## src/irps_defs.vh

```
// constants of the infrared pulse shaper: register map, fields, reset values, timing counts
// Function
// - while enabled, each zero bit leaves as one high pin pulse; ones give none
// - while enabled, short receive pin pulses are lengthened for the uart receiver
// - shaping off after reset; enable bit is bit 6 of the control register
// - with shaping off, uart transmit and receive go straight to and from pins
// - with shaping on, uart outputs leave the pins; shaper sits in both paths
// - bit 5 picks pulse width: 0 fixed about 1.627us, 1 three sixteenths bit
// - fixed mode pulse width is the same for every bit at any baud rate
// - fixed pulse reference clock is the oscillator divided by bits 4 to 0
// - divider field resets to fifteen
`ifndef IRPS_DEFS_VH
`define IRPS_DEFS_VH
// ==================================================
// register map (indices; byte address is four times the index)
`define IRPS_CTRL_IDX     10'h0CE
`define IRPS_STAT_IDX     10'h0CF
// ==================================================
// control fields
`define IRPS_CTRL_RESET   8'h0F
`define IRPS_EN_BIT       6
`define IRPS_MODE_BIT     5
`define IRPS_DIV_MSB      4
`define IRPS_DIV_LSB      0
`define IRPS_CTRL_WMASK   8'h7F
// ==================================================
// status fields
`define IRPS_ST_BIT_ACT   0
`define IRPS_ST_PULSE     1
`define IRPS_ST_STRETCH   2
`define IRPS_ST_RXPIN     3
`define IRPS_ST_LVL_LSB   4
`define IRPS_ST_LVL_MSB   5
// ==================================================
// timing counts
`define IRPS_TICKS_PER_BIT  5'h10
`define IRPS_FIXED_PERIODS  2'h3
`define IRPS_PROP_TICKS     2'h3
`define IRPS_STRETCH_TICKS  5'h10
`endif

```

## src/irps_shaper.v

```verilog
// infrared pulse shaper between the secondary serial port and its pins, with apb registers
`timescale 1ns/1ps
`include "irps_defs.vh"
module irps_shaper #(
   parameter AW = 12
) (
   // clock and reset
   input  wire          sys_clk,
   input  wire          sys_rst,
   // apb slave
   input  wire          psel,
   input  wire          penable,
   input  wire          pwrite,
   input  wire [AW-1:0] paddr,
   input  wire [31:0]   pwdata,
   output wire [31:0]   prdata,
   output wire          pready,
   output wire          pslverr,
   // secondary serial port, transmit side
   input  wire          uart_txd,
   input  wire          tx_bit_valid,
   input  wire          tx_bit_data,
   output wire          tx_bit_ready,
   // secondary serial port, 16x baud tick and receive input
   input  wire          baud16_tick,
   output wire          uart_rxd,
   // pins
   output wire          secondary_serial_tx_pin,
   input  wire          secondary_serial_rx_pin
);

   // ==================================================
   // address decode

   // one aligned word per register index
   function hit;
      input [AW-1:0] addr;
      input [9:0]    idx;
      begin
         hit = (addr[AW-1:2] == idx[AW-3:0]) && (addr[1:0] == 2'h0);
      end
   endfunction

   // ==================================================
   // declarations

   reg  [6:0]  ctrl_q;
   reg  [31:0] prdata_q;
   reg         pready_q;
   reg         pslverr_q;
   reg  [31:0] rdata_d;
   reg         err_d;

   reg         tx_pin_q;
   reg         bit_act_q;
   reg         bit_val_q;
   reg  [3:0]  sub_q;
   reg         pulse_q;
   reg  [1:0]  ptick_q;

   reg         rx_s1_q;
   reg         rx_s2_q;
   reg         rx_prev_q;
   reg  [4:0]  stretch_q;
   reg         uart_rxd_q;

   wire        ir_shaping_enable;
   wire        prop_mode;
   wire [4:0]  ref_clock_divider;
   wire        pulse_ref_clock;
   wire        fifo_valid;
   wire        fifo_data;
   wire [1:0]  fifo_level;
   wire        bit_end;
   wire        pop;
   wire        start_pulse;
   wire        pulse_step;
   wire        rx_rise;
   wire        stretching;
   wire        wr_go;
   wire        setup;
   wire [6:0]  status;

   // reset value and write mask cut to the seven implemented bits
   localparam [7:0] CTRL_RST = `IRPS_CTRL_RESET;
   localparam [7:0] CTRL_WM  = `IRPS_CTRL_WMASK;

   // ==================================================
   // control fields

   assign ir_shaping_enable = ctrl_q[`IRPS_EN_BIT];
   assign prop_mode         = ctrl_q[`IRPS_MODE_BIT];
   assign ref_clock_divider = ctrl_q[`IRPS_DIV_MSB:`IRPS_DIV_LSB];

   // ==================================================
   // apb slave

   // answer is prepared in the setup cycle, so pready is high in the first access cycle
   assign setup  = psel & ~penable;
   assign wr_go  = psel & penable & pready_q & pwrite;
   assign prdata  = prdata_q;
   assign pready  = pready_q;
   assign pslverr = pslverr_q;

   // read mux and unmapped detection
   always @* begin
      rdata_d = 32'h0000_0000;
      err_d   = 1'b1;
      if (hit(paddr, `IRPS_CTRL_IDX)) begin
         rdata_d = {25'h000_0000, ctrl_q}; // reserved bit 7 reads zero
         err_d   = 1'b0;
      end else if (hit(paddr, `IRPS_STAT_IDX)) begin
         rdata_d = {25'h000_0000, status};
         err_d   = 1'b0;
      end
   end

   // bus answer flops
   always @(posedge sys_clk or posedge sys_rst) begin
      if (sys_rst) begin
         pready_q  <= 1'b0;
         pslverr_q <= 1'b0;
         prdata_q  <= 32'h0000_0000;
      end else begin
         pready_q  <= setup;
         pslverr_q <= setup & err_d;
         if (setup & ~pwrite)
            prdata_q <= rdata_d;
         else if (!psel)
            prdata_q <= 32'h0000_0000;
      end
   end

   // control register; status is read only, so writes to it are dropped quietly
   always @(posedge sys_clk or posedge sys_rst) begin
      if (sys_rst) begin
         ctrl_q <= CTRL_RST[6:0];
      end else if (wr_go && hit(paddr, `IRPS_CTRL_IDX)) begin
         ctrl_q <= pwdata[6:0] & CTRL_WM[6:0];
      end
   end

   // ==================================================
   // status word

   assign status[`IRPS_ST_BIT_ACT]                  = bit_act_q;
   assign status[`IRPS_ST_PULSE]                    = pulse_q;
   assign status[`IRPS_ST_STRETCH]                  = stretching;
   assign status[`IRPS_ST_RXPIN]                    = rx_s2_q;
   assign status[`IRPS_ST_LVL_MSB:`IRPS_ST_LVL_LSB] = fifo_level;
   assign status[6]                                 = ir_shaping_enable;

   // ==================================================
   // transmit bit buffer

   // a two-entry buffer lets the port hand over the next bit while the current one plays
   irps_fifo2 #(
      .W (1)
   ) u_fifo (
      .sys_clk   (sys_clk),
      .sys_rst   (sys_rst),
      .in_valid  (tx_bit_valid),
      .in_data   (tx_bit_data),
      .in_ready  (tx_bit_ready),
      .out_valid (fifo_valid),
      .out_data  (fifo_data),
      .out_ready (pop),
      .level     (fifo_level)
   );

   // ==================================================
   // fixed pulse reference

   irps_ref_div #(
      .DW (5)
   ) u_div (
      .sys_clk (sys_clk),
      .sys_rst (sys_rst),
      .restart (start_pulse),
      .divisor (ref_clock_divider),
      .tick    (pulse_ref_clock)
   );

   // ==================================================
   // transmit bit timing

   // a bit lasts sixteen baud ticks; the buffer stalls while a bit plays
   assign bit_end = bit_act_q & baud16_tick & (sub_q == (`IRPS_TICKS_PER_BIT - 5'h01));
   assign pop     = fifo_valid & (~bit_act_q | bit_end);
   // only zero bits make a pulse
   assign start_pulse = pop & ~fifo_data;

   // bit sequencer
   always @(posedge sys_clk or posedge sys_rst) begin
      if (sys_rst) begin
         bit_act_q <= 1'b0;
         bit_val_q <= 1'b1;
         sub_q     <= 4'h0;
      end else if (pop) begin
         bit_act_q <= 1'b1;
         bit_val_q <= fifo_data;
         sub_q     <= 4'h0;
      end else if (bit_end) begin
         bit_act_q <= 1'b0;
         bit_val_q <= 1'b1;
         sub_q     <= 4'h0;
      end else if (bit_act_q && baud16_tick) begin
         sub_q <= sub_q + 4'h1;
      end
   end

   // ==================================================
   // pulse width

   // fixed mode counts reference periods, so width does not follow the baud rate
   assign pulse_step = prop_mode ? baud16_tick : pulse_ref_clock;

   // pulse timer; a new zero bit always restarts it at the bit start
   always @(posedge sys_clk or posedge sys_rst) begin
      if (sys_rst) begin
         pulse_q <= 1'b0;
         ptick_q <= 2'h0;
      end else if (start_pulse) begin
         pulse_q <= 1'b1;
         ptick_q <= 2'h0;
      end else if (pulse_q && pulse_step) begin
         if (prop_mode && (ptick_q == (`IRPS_PROP_TICKS - 2'h1))) begin
            pulse_q <= 1'b0;
            ptick_q <= 2'h0;
         end else if (!prop_mode && (ptick_q == (`IRPS_FIXED_PERIODS - 2'h1))) begin
            pulse_q <= 1'b0;
            ptick_q <= 2'h0;
         end else begin
            ptick_q <= ptick_q + 2'h1;
         end
      end
   end

   // ==================================================
   // transmit pin

   // bypass takes the port's own line level; shaping drives only pulses, idle low
   always @(posedge sys_clk or posedge sys_rst) begin
      if (sys_rst) begin
         tx_pin_q <= 1'b1;
      end else if (ir_shaping_enable) begin
         tx_pin_q <= pulse_q;
      end else begin
         tx_pin_q <= uart_txd;
      end
   end

   assign secondary_serial_tx_pin = tx_pin_q;

   // ==================================================
   // receive path

   // pin crosses in through two flops before anything looks at it
   always @(posedge sys_clk or posedge sys_rst) begin
      if (sys_rst) begin
         rx_s1_q   <= 1'b0;
         rx_s2_q   <= 1'b0;
         rx_prev_q <= 1'b0;
      end else begin
         rx_s1_q   <= secondary_serial_rx_pin;
         rx_s2_q   <= rx_s1_q;
         rx_prev_q <= rx_s2_q;
      end
   end

   assign rx_rise    = rx_s2_q & ~rx_prev_q;
   assign stretching = (stretch_q != 5'h00);

   // stretcher: each pulse starts one bit time of low; a later pulse retriggers it
   always @(posedge sys_clk or posedge sys_rst) begin
      if (sys_rst) begin
         stretch_q <= 5'h00;
      end else if (rx_rise) begin
         stretch_q <= `IRPS_STRETCH_TICKS;
      end else if (stretching && baud16_tick) begin
         stretch_q <= stretch_q - 5'h01;
      end
   end

   // receive input to the port; idle level is high in both modes
   always @(posedge sys_clk or posedge sys_rst) begin
      if (sys_rst) begin
         uart_rxd_q <= 1'b1;
      end else if (ir_shaping_enable) begin
         uart_rxd_q <= ~stretching;
      end else begin
         uart_rxd_q <= rx_s2_q;
      end
   end

   assign uart_rxd = uart_rxd_q;

endmodule

```

## src/irps_fifo2.v

```verilog
// two-entry buffer with valid and ready on both sides
`timescale 1ns/1ps
module irps_fifo2 #(
   parameter W = 1
) (
   // clock and reset
   input  wire         sys_clk,
   input  wire         sys_rst,
   // filling side
   input  wire         in_valid,
   input  wire [W-1:0] in_data,
   output wire         in_ready,
   // draining side
   output wire         out_valid,
   output wire [W-1:0] out_data,
   input  wire         out_ready,
   // fill level
   output wire [1:0]   level
);
   reg [W-1:0] mem_q [0:1];
   reg         wr_q;
   reg         rd_q;
   reg [1:0]   cnt_q;
   reg         nfull_q;
   reg         nempty_q;
   wire        push = in_valid & nfull_q;
   wire        pop  = out_ready & nempty_q;
   wire [1:0]  cnt_d = cnt_q + {1'b0, push} - {1'b0, pop};

   assign in_ready  = nfull_q;
   assign out_valid = nempty_q;
   assign out_data  = mem_q[rd_q];
   assign level     = cnt_q;

   // flags kept as flops so ready never depends on the draining side combinationally
   always @(posedge sys_clk or posedge sys_rst) begin
      if (sys_rst) begin
         wr_q     <= 1'b0;
         rd_q     <= 1'b0;
         cnt_q    <= 2'h0;
         nfull_q  <= 1'b1;
         nempty_q <= 1'b0;
         mem_q[0] <= {W{1'b0}};
         mem_q[1] <= {W{1'b0}};
      end else begin
         if (push) begin
            mem_q[wr_q] <= in_data;
            wr_q        <= ~wr_q;
         end
         if (pop)
            rd_q <= ~rd_q;
         cnt_q    <= cnt_d;
         nfull_q  <= (cnt_d != 2'h2);
         nempty_q <= (cnt_d != 2'h0);
      end
   end
endmodule

```

## src/irps_ref_div.v

```verilog
// prescaler making the fixed pulse reference tick from the system clock
`timescale 1ns/1ps
module irps_ref_div #(
   parameter DW = 5
) (
   // clock and reset
   input  wire          sys_clk,
   input  wire          sys_rst,
   // control
   input  wire          restart,
   input  wire [DW-1:0] divisor,
   // one cycle tick per reference period
   output wire          tick
);
   reg [DW-1:0] cnt_q;
   reg          tick_q;
   // divisors of 0 and 1 both tick every cycle
   wire [DW-1:0] last = (divisor == {DW{1'b0}}) ? {DW{1'b0}} : divisor - {{(DW-1){1'b0}}, 1'b1};

   assign tick = tick_q;

   // restart aligns the reference phase to a pulse start, so each pulse is exact
   always @(posedge sys_clk or posedge sys_rst) begin
      if (sys_rst) begin
         cnt_q  <= {DW{1'b0}};
         tick_q <= 1'b0;
      end else if (restart) begin
         cnt_q  <= {DW{1'b0}};
         tick_q <= 1'b0;
      end else if (cnt_q >= last) begin
         cnt_q  <= {DW{1'b0}};
         tick_q <= 1'b1;
      end else begin
         cnt_q  <= cnt_q + {{(DW-1){1'b0}}, 1'b1};
         tick_q <= 1'b0;
      end
   end
endmodule

```

## config.mk

```make
export PLATFORM = sky130hd
export DESIGN_NAME = irps_shaper
export DESIGN_NICKNAME = d
export VERILOG_FILES = /design/src/irps_shaper.v /design/src/irps_fifo2.v /design/src/irps_ref_div.v
export VERILOG_INCLUDE_DIRS = /design/src
export SDC_FILE = /design/constraint.sdc
export NUM_CORES = 1
export LEC_CHECK = 0
export ABC_AREA = 1
export BUFFER_PORTS_ARGS = -buffer_cell sky130_fd_sc_hd__buf_2
export CAP_MARGIN = 40
export CORE_MARGIN = 2
export CORE_UTILIZATION = 40
export DETAILED_ROUTE_END_ITERATION = 8
export HOLD_SLACK_MARGIN = 0.06
export PLACE_DENSITY = 0.65
export SLEW_MARGIN = 10
export SYNTH_ARGS = -nofsm -noshare
export SYNTH_HDL_FRONTEND = slang
export SYNTH_SLANG_ARGS = --single-unit
```

## constraint.sdc

```tcl
create_clock -name sys_clk -period 2.8 [get_ports sys_clk]
set_clock_uncertainty 0.2 [all_clocks]
set_input_delay 0.14 -clock sys_clk [delete_from_list [all_inputs] [get_ports sys_clk]]
set_output_delay 0.14 -clock sys_clk [all_outputs]
set_load 0.03 [all_outputs]
```

# Word level (Yosys, flattened, before mapping)
# Cells that the tools add are included.
[op_classes] n_addsub=7 n_lt_le_gt_ge=4 eq_ne=6 mux=35 n_bitwise=24 n_reduce_logical=20
[op_table] op="$mux 32" count=2
[op_table] op="$mux 5" count=5
[op_table] op="$eq 10x8->1 const B" count=2
[op_table] op="$mux 1" count=17
[op_table] op="$mux 7" count=2
[op_table] op="$and 1x1->1" count=13
[op_table] op="$mux 4" count=3
[op_table] op="$sub 5x1->5 const B" count=2
[op_table] op="$logic_and 1x1->1" count=9
[op_table] op="$mux 2" count=4
[op_table] op="$not 1->1" count=8
[op_table] op="$reduce_bool 2->1" count=4
[op_table] op="$reduce_bool 3->1" count=2
[op_table] op="$add 5x1->5 const B" count=1
[op_table] op="$ge 5x5->1" count=1
[op_table] op="$logic_not 5->1" count=1
[op_table] op="$reduce_bool 5->1" count=1
[op_table] op="$add 4x1->4 const B" count=1
[op_table] op="$eq 4x4->1 const B" count=1
[op_table] op="$ge 2x2->1 const B" count=2
[op_table] op="$not 1->2" count=2
[op_table] op="$add 2x1->2" count=1
[op_table] op="$add 2x1->2 const B" count=1
[op_table] op="$bwmux 2" count=1
[op_table] op="other kinds (10)" count=10
[totals] reg_bits=73 input_bits=54 out_inout_bits=37 elab_cells=119

# Longest topological paths before layout
[depth] depth_word=8 ltp_mapped=11 depth_no_buf=11

# By module
# Synthesis repeated with hierarchy kept, for this count alone.
[hier_totals] hier_cells=358 hier_area_um2=2805.2
[by_module_without_submodules] module="irps_shaper" instances=1 cells_each=232 area_per_inst_um2=1880.6 seq_area_each_um2=858.3
[by_module_without_submodules] module="irps_ref_div" instances=1 cells_each=81 area_per_inst_um2=554.3 seq_area_each_um2=150.1
[by_module_without_submodules] module="irps_fifo2" instances=1 cells_each=45 area_per_inst_um2=370.4 seq_area_each_um2=201.4

# Least setup slack after synthesis
# OpenSTA, ideal clock, no wires.
[synth_path] kind="reg-to-reg" start="register sub_q[0]" end="register u_fifo.nempty_q, in the netlist u_fifo.out_valid" t_arrival_ns=1.896 t_required_ns=2.473 setup_slack_ns=0.576 path_stages_with_launch=12 path_buffers=0 period_less_slack_ns=2.224 cell_sequence="dfrtp_1 > ha_1 > nand3_1 > o21ai_2 > nand2_2 > inv_1 > ha_1 > inv_1 > ha_1 > xnor2_1 > xnor2_1 > or2_2"
[synth_via] elab_chain_cells=7
[synth_lines] element="start, declared" line="irps_shaper.v:57" source="reg [3:0] sub_q;"
[synth_lines] element="start signal, assigned" line="irps_shaper.v:208" source="sub_q <= sub_q + 4'h1;"
[synth_lines] element="$eq 4x4->1" line="irps_shaper.v:188" source="assign bit_end = bit_act_q & baud16_tick & (sub_q == (`IRPS_TICKS_PER_BIT - 5'h01));"
[synth_lines] element="$and 1x1->1" line="irps_shaper.v:188"
[synth_lines] element="$or 1x1->1" line="irps_shaper.v:189" source="assign pop = fifo_valid & (~bit_act_q | bit_end);"
[synth_lines] element="$and 1x1->1" line="irps_shaper.v:189"
[synth_lines] element="$and 1x1->1" line="irps_fifo2.v:27" source="wire pop = out_ready & nempty_q;"
[synth_lines] element="named net u_fifo.pop" line="irps_fifo2.v:27"
[synth_lines] element="$sub 2x1->2" line="irps_fifo2.v:28" source="wire [1:0] cnt_d = cnt_q + {1'b0, push} - {1'b0, pop};"
[synth_lines] element="named net u_fifo.cnt_d[1]" line="irps_fifo2.v:28"
[synth_lines] element="$reduce_bool 2->1" line="irps_fifo2.v:54" source="nempty_q <= (cnt_d != 2'h0);"
[synth_lines] element="end signal, assigned" line="irps_fifo2.v:54"
[synth_lines] element="end, declared" line="irps_fifo2.v:25" source="reg nempty_q;"
# The timed path passes the listed nets, and every way through them passes these cells.
# A chain may end at the register's enable or synchronous reset.

# Worst setup path after layout
# Ends and elaborated chain as after synthesis.

==> key figures <==
Outcome
  • Status: completed

Cells and area
  • Fillers: 658
  • P&R area growth vs syn: 18.3%
  • Antenna Cells: 0
  • Final Core Density: 49.4%
  • Register area: 0.00121 sq mm
  • Area of the multi-input gates: 0.00128 sq mm
  • Commonest non-fill, non-tap cell in the layout: nand2_1
  • Layout cells sized above 1: 18.4%
  • Nets: 492
  • Commonest non-fill, non-tap cells in the layout: nand2_1 (85), inv_1 (59), dfrtp_1 (41)

Synthesis
  • Mapped cell area: 0.00285 sq mm
  • Synth area leaders: dfrtp_1 (36%), nand2_1 (11%), inv_1 (7.9%)
  • #FFs+latches synth: 48
  • Synth unique cells: 34
  • Synth Instances: 358
  • Sequential share of the synthesized area: 42.4%
  • Area leader, netlist: dfrtp_1
  • Yosys top cell area share: 35.9%
  • Yosys warning count: 0
  • Average size of a mapped cell: 7.97 sq um

Floorplanning
  • Top Ports: 91
  • Die width: 88.5 um
  • Site Rows: 30
  • Initial core utilization: 41.8%
  • Core Area: 0.00683 sq mm
  • Die footprint: 0.00783 sq mm
  • Die H: 88.5 um

Run
  • MaxCap Viol Count: 0

Clocking
  • CTS Buf Count: 5
  • Postcts setup bufs: 0
  • Clk Latency, worst-skew pair: 0.29 ns
  • Root Driver: clkbuf_8
  • Clock transition at the registers of the reported paths: 0.08 ns
  • Cts repair resizes: 0
  • Htree depth: 2
  • CTS tree: built
  • Hold buffer count at CTS: 22
  • CTS max path bufs: 2
  • CTS sink cnt: 48

Route
  • Post-route DRC: 0
  • 1st-iter DRT viols: 82
  • Number of routed nets with antenna violations: 0
  • Final wirelength: 5750 um
  • DR pass1 iterations: 4
  • Routed wire per std cell: 11.1 um
  • Routed via count: 2,342
  • Vias/cell: 4.50

Critical path
  • FF-to-FF setup slack: 0.41 ns
  • Worst-path fanout max: 5
  • Startpoint type of the worst setup path: flop
  • Required @ worst endpoint: 2.77 ns
  • WP data arrival: 2.37 ns
  • Critical Path End Type: flop
  • Crit Path Class: flop to flop

STA
  • Post-layout minimum cycle time: 2.39 ns
  • Final setup vio count: 0
  • Max Clk Rate: 418 MHz
  • Max-slew headroom: 64.0%
  • Final hold violation count: 0
  • Slew @ Worst Pin: 0.539 ns
  • Max Slew Vio Count: 0
  • Setup ws final: 0.408 ns
  • RSZ-0062 raised after global routing: false
  • Final Hold Slack: 0.0837 ns
  • Setup TNS: 0 ns
  • Tcrit/Tclk final: 85.4%

Place
  • HPWL Detailed: 4310 um
  • Final GP Congestion: 0.835
  • Port Buffers: 40
  • Place WS: 0.407 ns

Power
  • Static Leak: 1.92 nW
  • PD cells: 710 mW/mm^2
  • Pwr Total: 2.40 mW
  • Max VDD drop: 502 uV

Global routing
  • GRT overflow: 0
  • Initial antenna violation count: 0
  • GRT Total Usage: 15.3%
  • Largest net degree at the start of global routing: 27
  • First-pass GRT wire length: 9340 um
  • Number of global-route vias before repair: 2,223

Hold path
  • HP Class: input port to flop
## cells by family (layout without fill, tap and decap cells)
logic type | after synthesis | count (layout) | synth area share [%]
flops | 48 | 48 | 42.4
compound gates | 28 | 28 | 5.79
xor+xnor | 8 | 8 | 2.46
other cells | 1 | 25 | 0.131
simple gates | 170 | 170 | 27.8
fa+ha+maj | 13 | 13 | 5.70
buf+inv | 90 | 132 | 15.8
## routing by layer
metal	GRT usage [%]	vias up	part of all wire, %
met3	2.89	9	3.7
met4	5.10	0	1.4
met5	0	-	0
met2	26.9	55	48
li1	-	1206	-
met1	18.9	1072	47
## flip-flops by register name, summed over array words and instances (netlist names), 2 cells and up
name          count
stretch_q         5
u_div.cnt_q       5
ctrl_q            7
sub_q             4
ptick_q           2
u_fifo.level      2
u_fifo.mem_q      2
prdata            7
## final timing paths
check / startpoint / end / depth (start not counted)
max reg2reg: sub_q[0] / u_fifo.out_valid / 11
min: paddr[7] / prdata[2] / 7
min reg2reg: rx_s1_q / rx_s2_q / 0
max in group asynchronous: sys_rst / ctrl_q[2] / 4
min in group asynchronous: sys_rst / rx_s1_q / 3
max: sub_q[0] / u_fifo.out_valid / 11
## critical path, cell delays in order, from the launching register on
cell	delay (ns)
dfrtp_1	0.39
ha_1	0.22
nand3_1	0.11
o21ai_2	0.09
nand2_2	0.15
inv_1	0.06
ha_1	0.26
inv_1	0.04
ha_1	0.18
xnor2_1	0.18
xnor2_1	0.12
or2_2	0.29
## metrics by stage
stage	std cells	instance area, sq um
after CTS	520	3380
final	520	3380
after detailed placement	492	3060
after floorplan	382	2940
after global routing	520	3380
after global placement	492	3060
## layout make-up
type	instances	area share, %
Tap cell	96	3.56
Multi-Input combinational cell	244	38.0
Clock inverter	1	0.889
Inverter	63	7.00
Clock buffer	5	2.04
Sequential cell	48	35.8
Timing Repair Buffer	63	12.7
## power breakdown
group / internal [mW] / switching [mW] / total (mW)
registers: 0.908 / 0.143 / 1.05
logic: 0.345 / 0.534 / 0.879
clock network: 0.256 / 0.211 / 0.468
total: 1.51 / 0.889 / 2.40
## cell usage after synthesis
master      n
o21ai_0    14
nor2_2      5
nor2_1     22
o21ai_2     1
ha_1       13
and3_1      1
nand4_1    10
a21oi_1     2
o2111ai_1   2
or2_2       2
a21o_1      1
o21ai_1     3
dfrtp_1    41
buf_8       1
buf_6       1
buf_4      25
nand3_2     4
xor2_1      5
o211ai_1    1
nand3_1    31
xnor2_1     3
o22ai_1     1
nand2_2     4
nand2_1    85
a31oi_1     1
nor3_1      3
nor2_4      2
dfstp_2     7
o21a_1      1
conb_1      1
inv_2       3
a21oi_2     1
nor2_8      1
inv_1      60
Note: power is estimated with default switching activity, not from simulation.
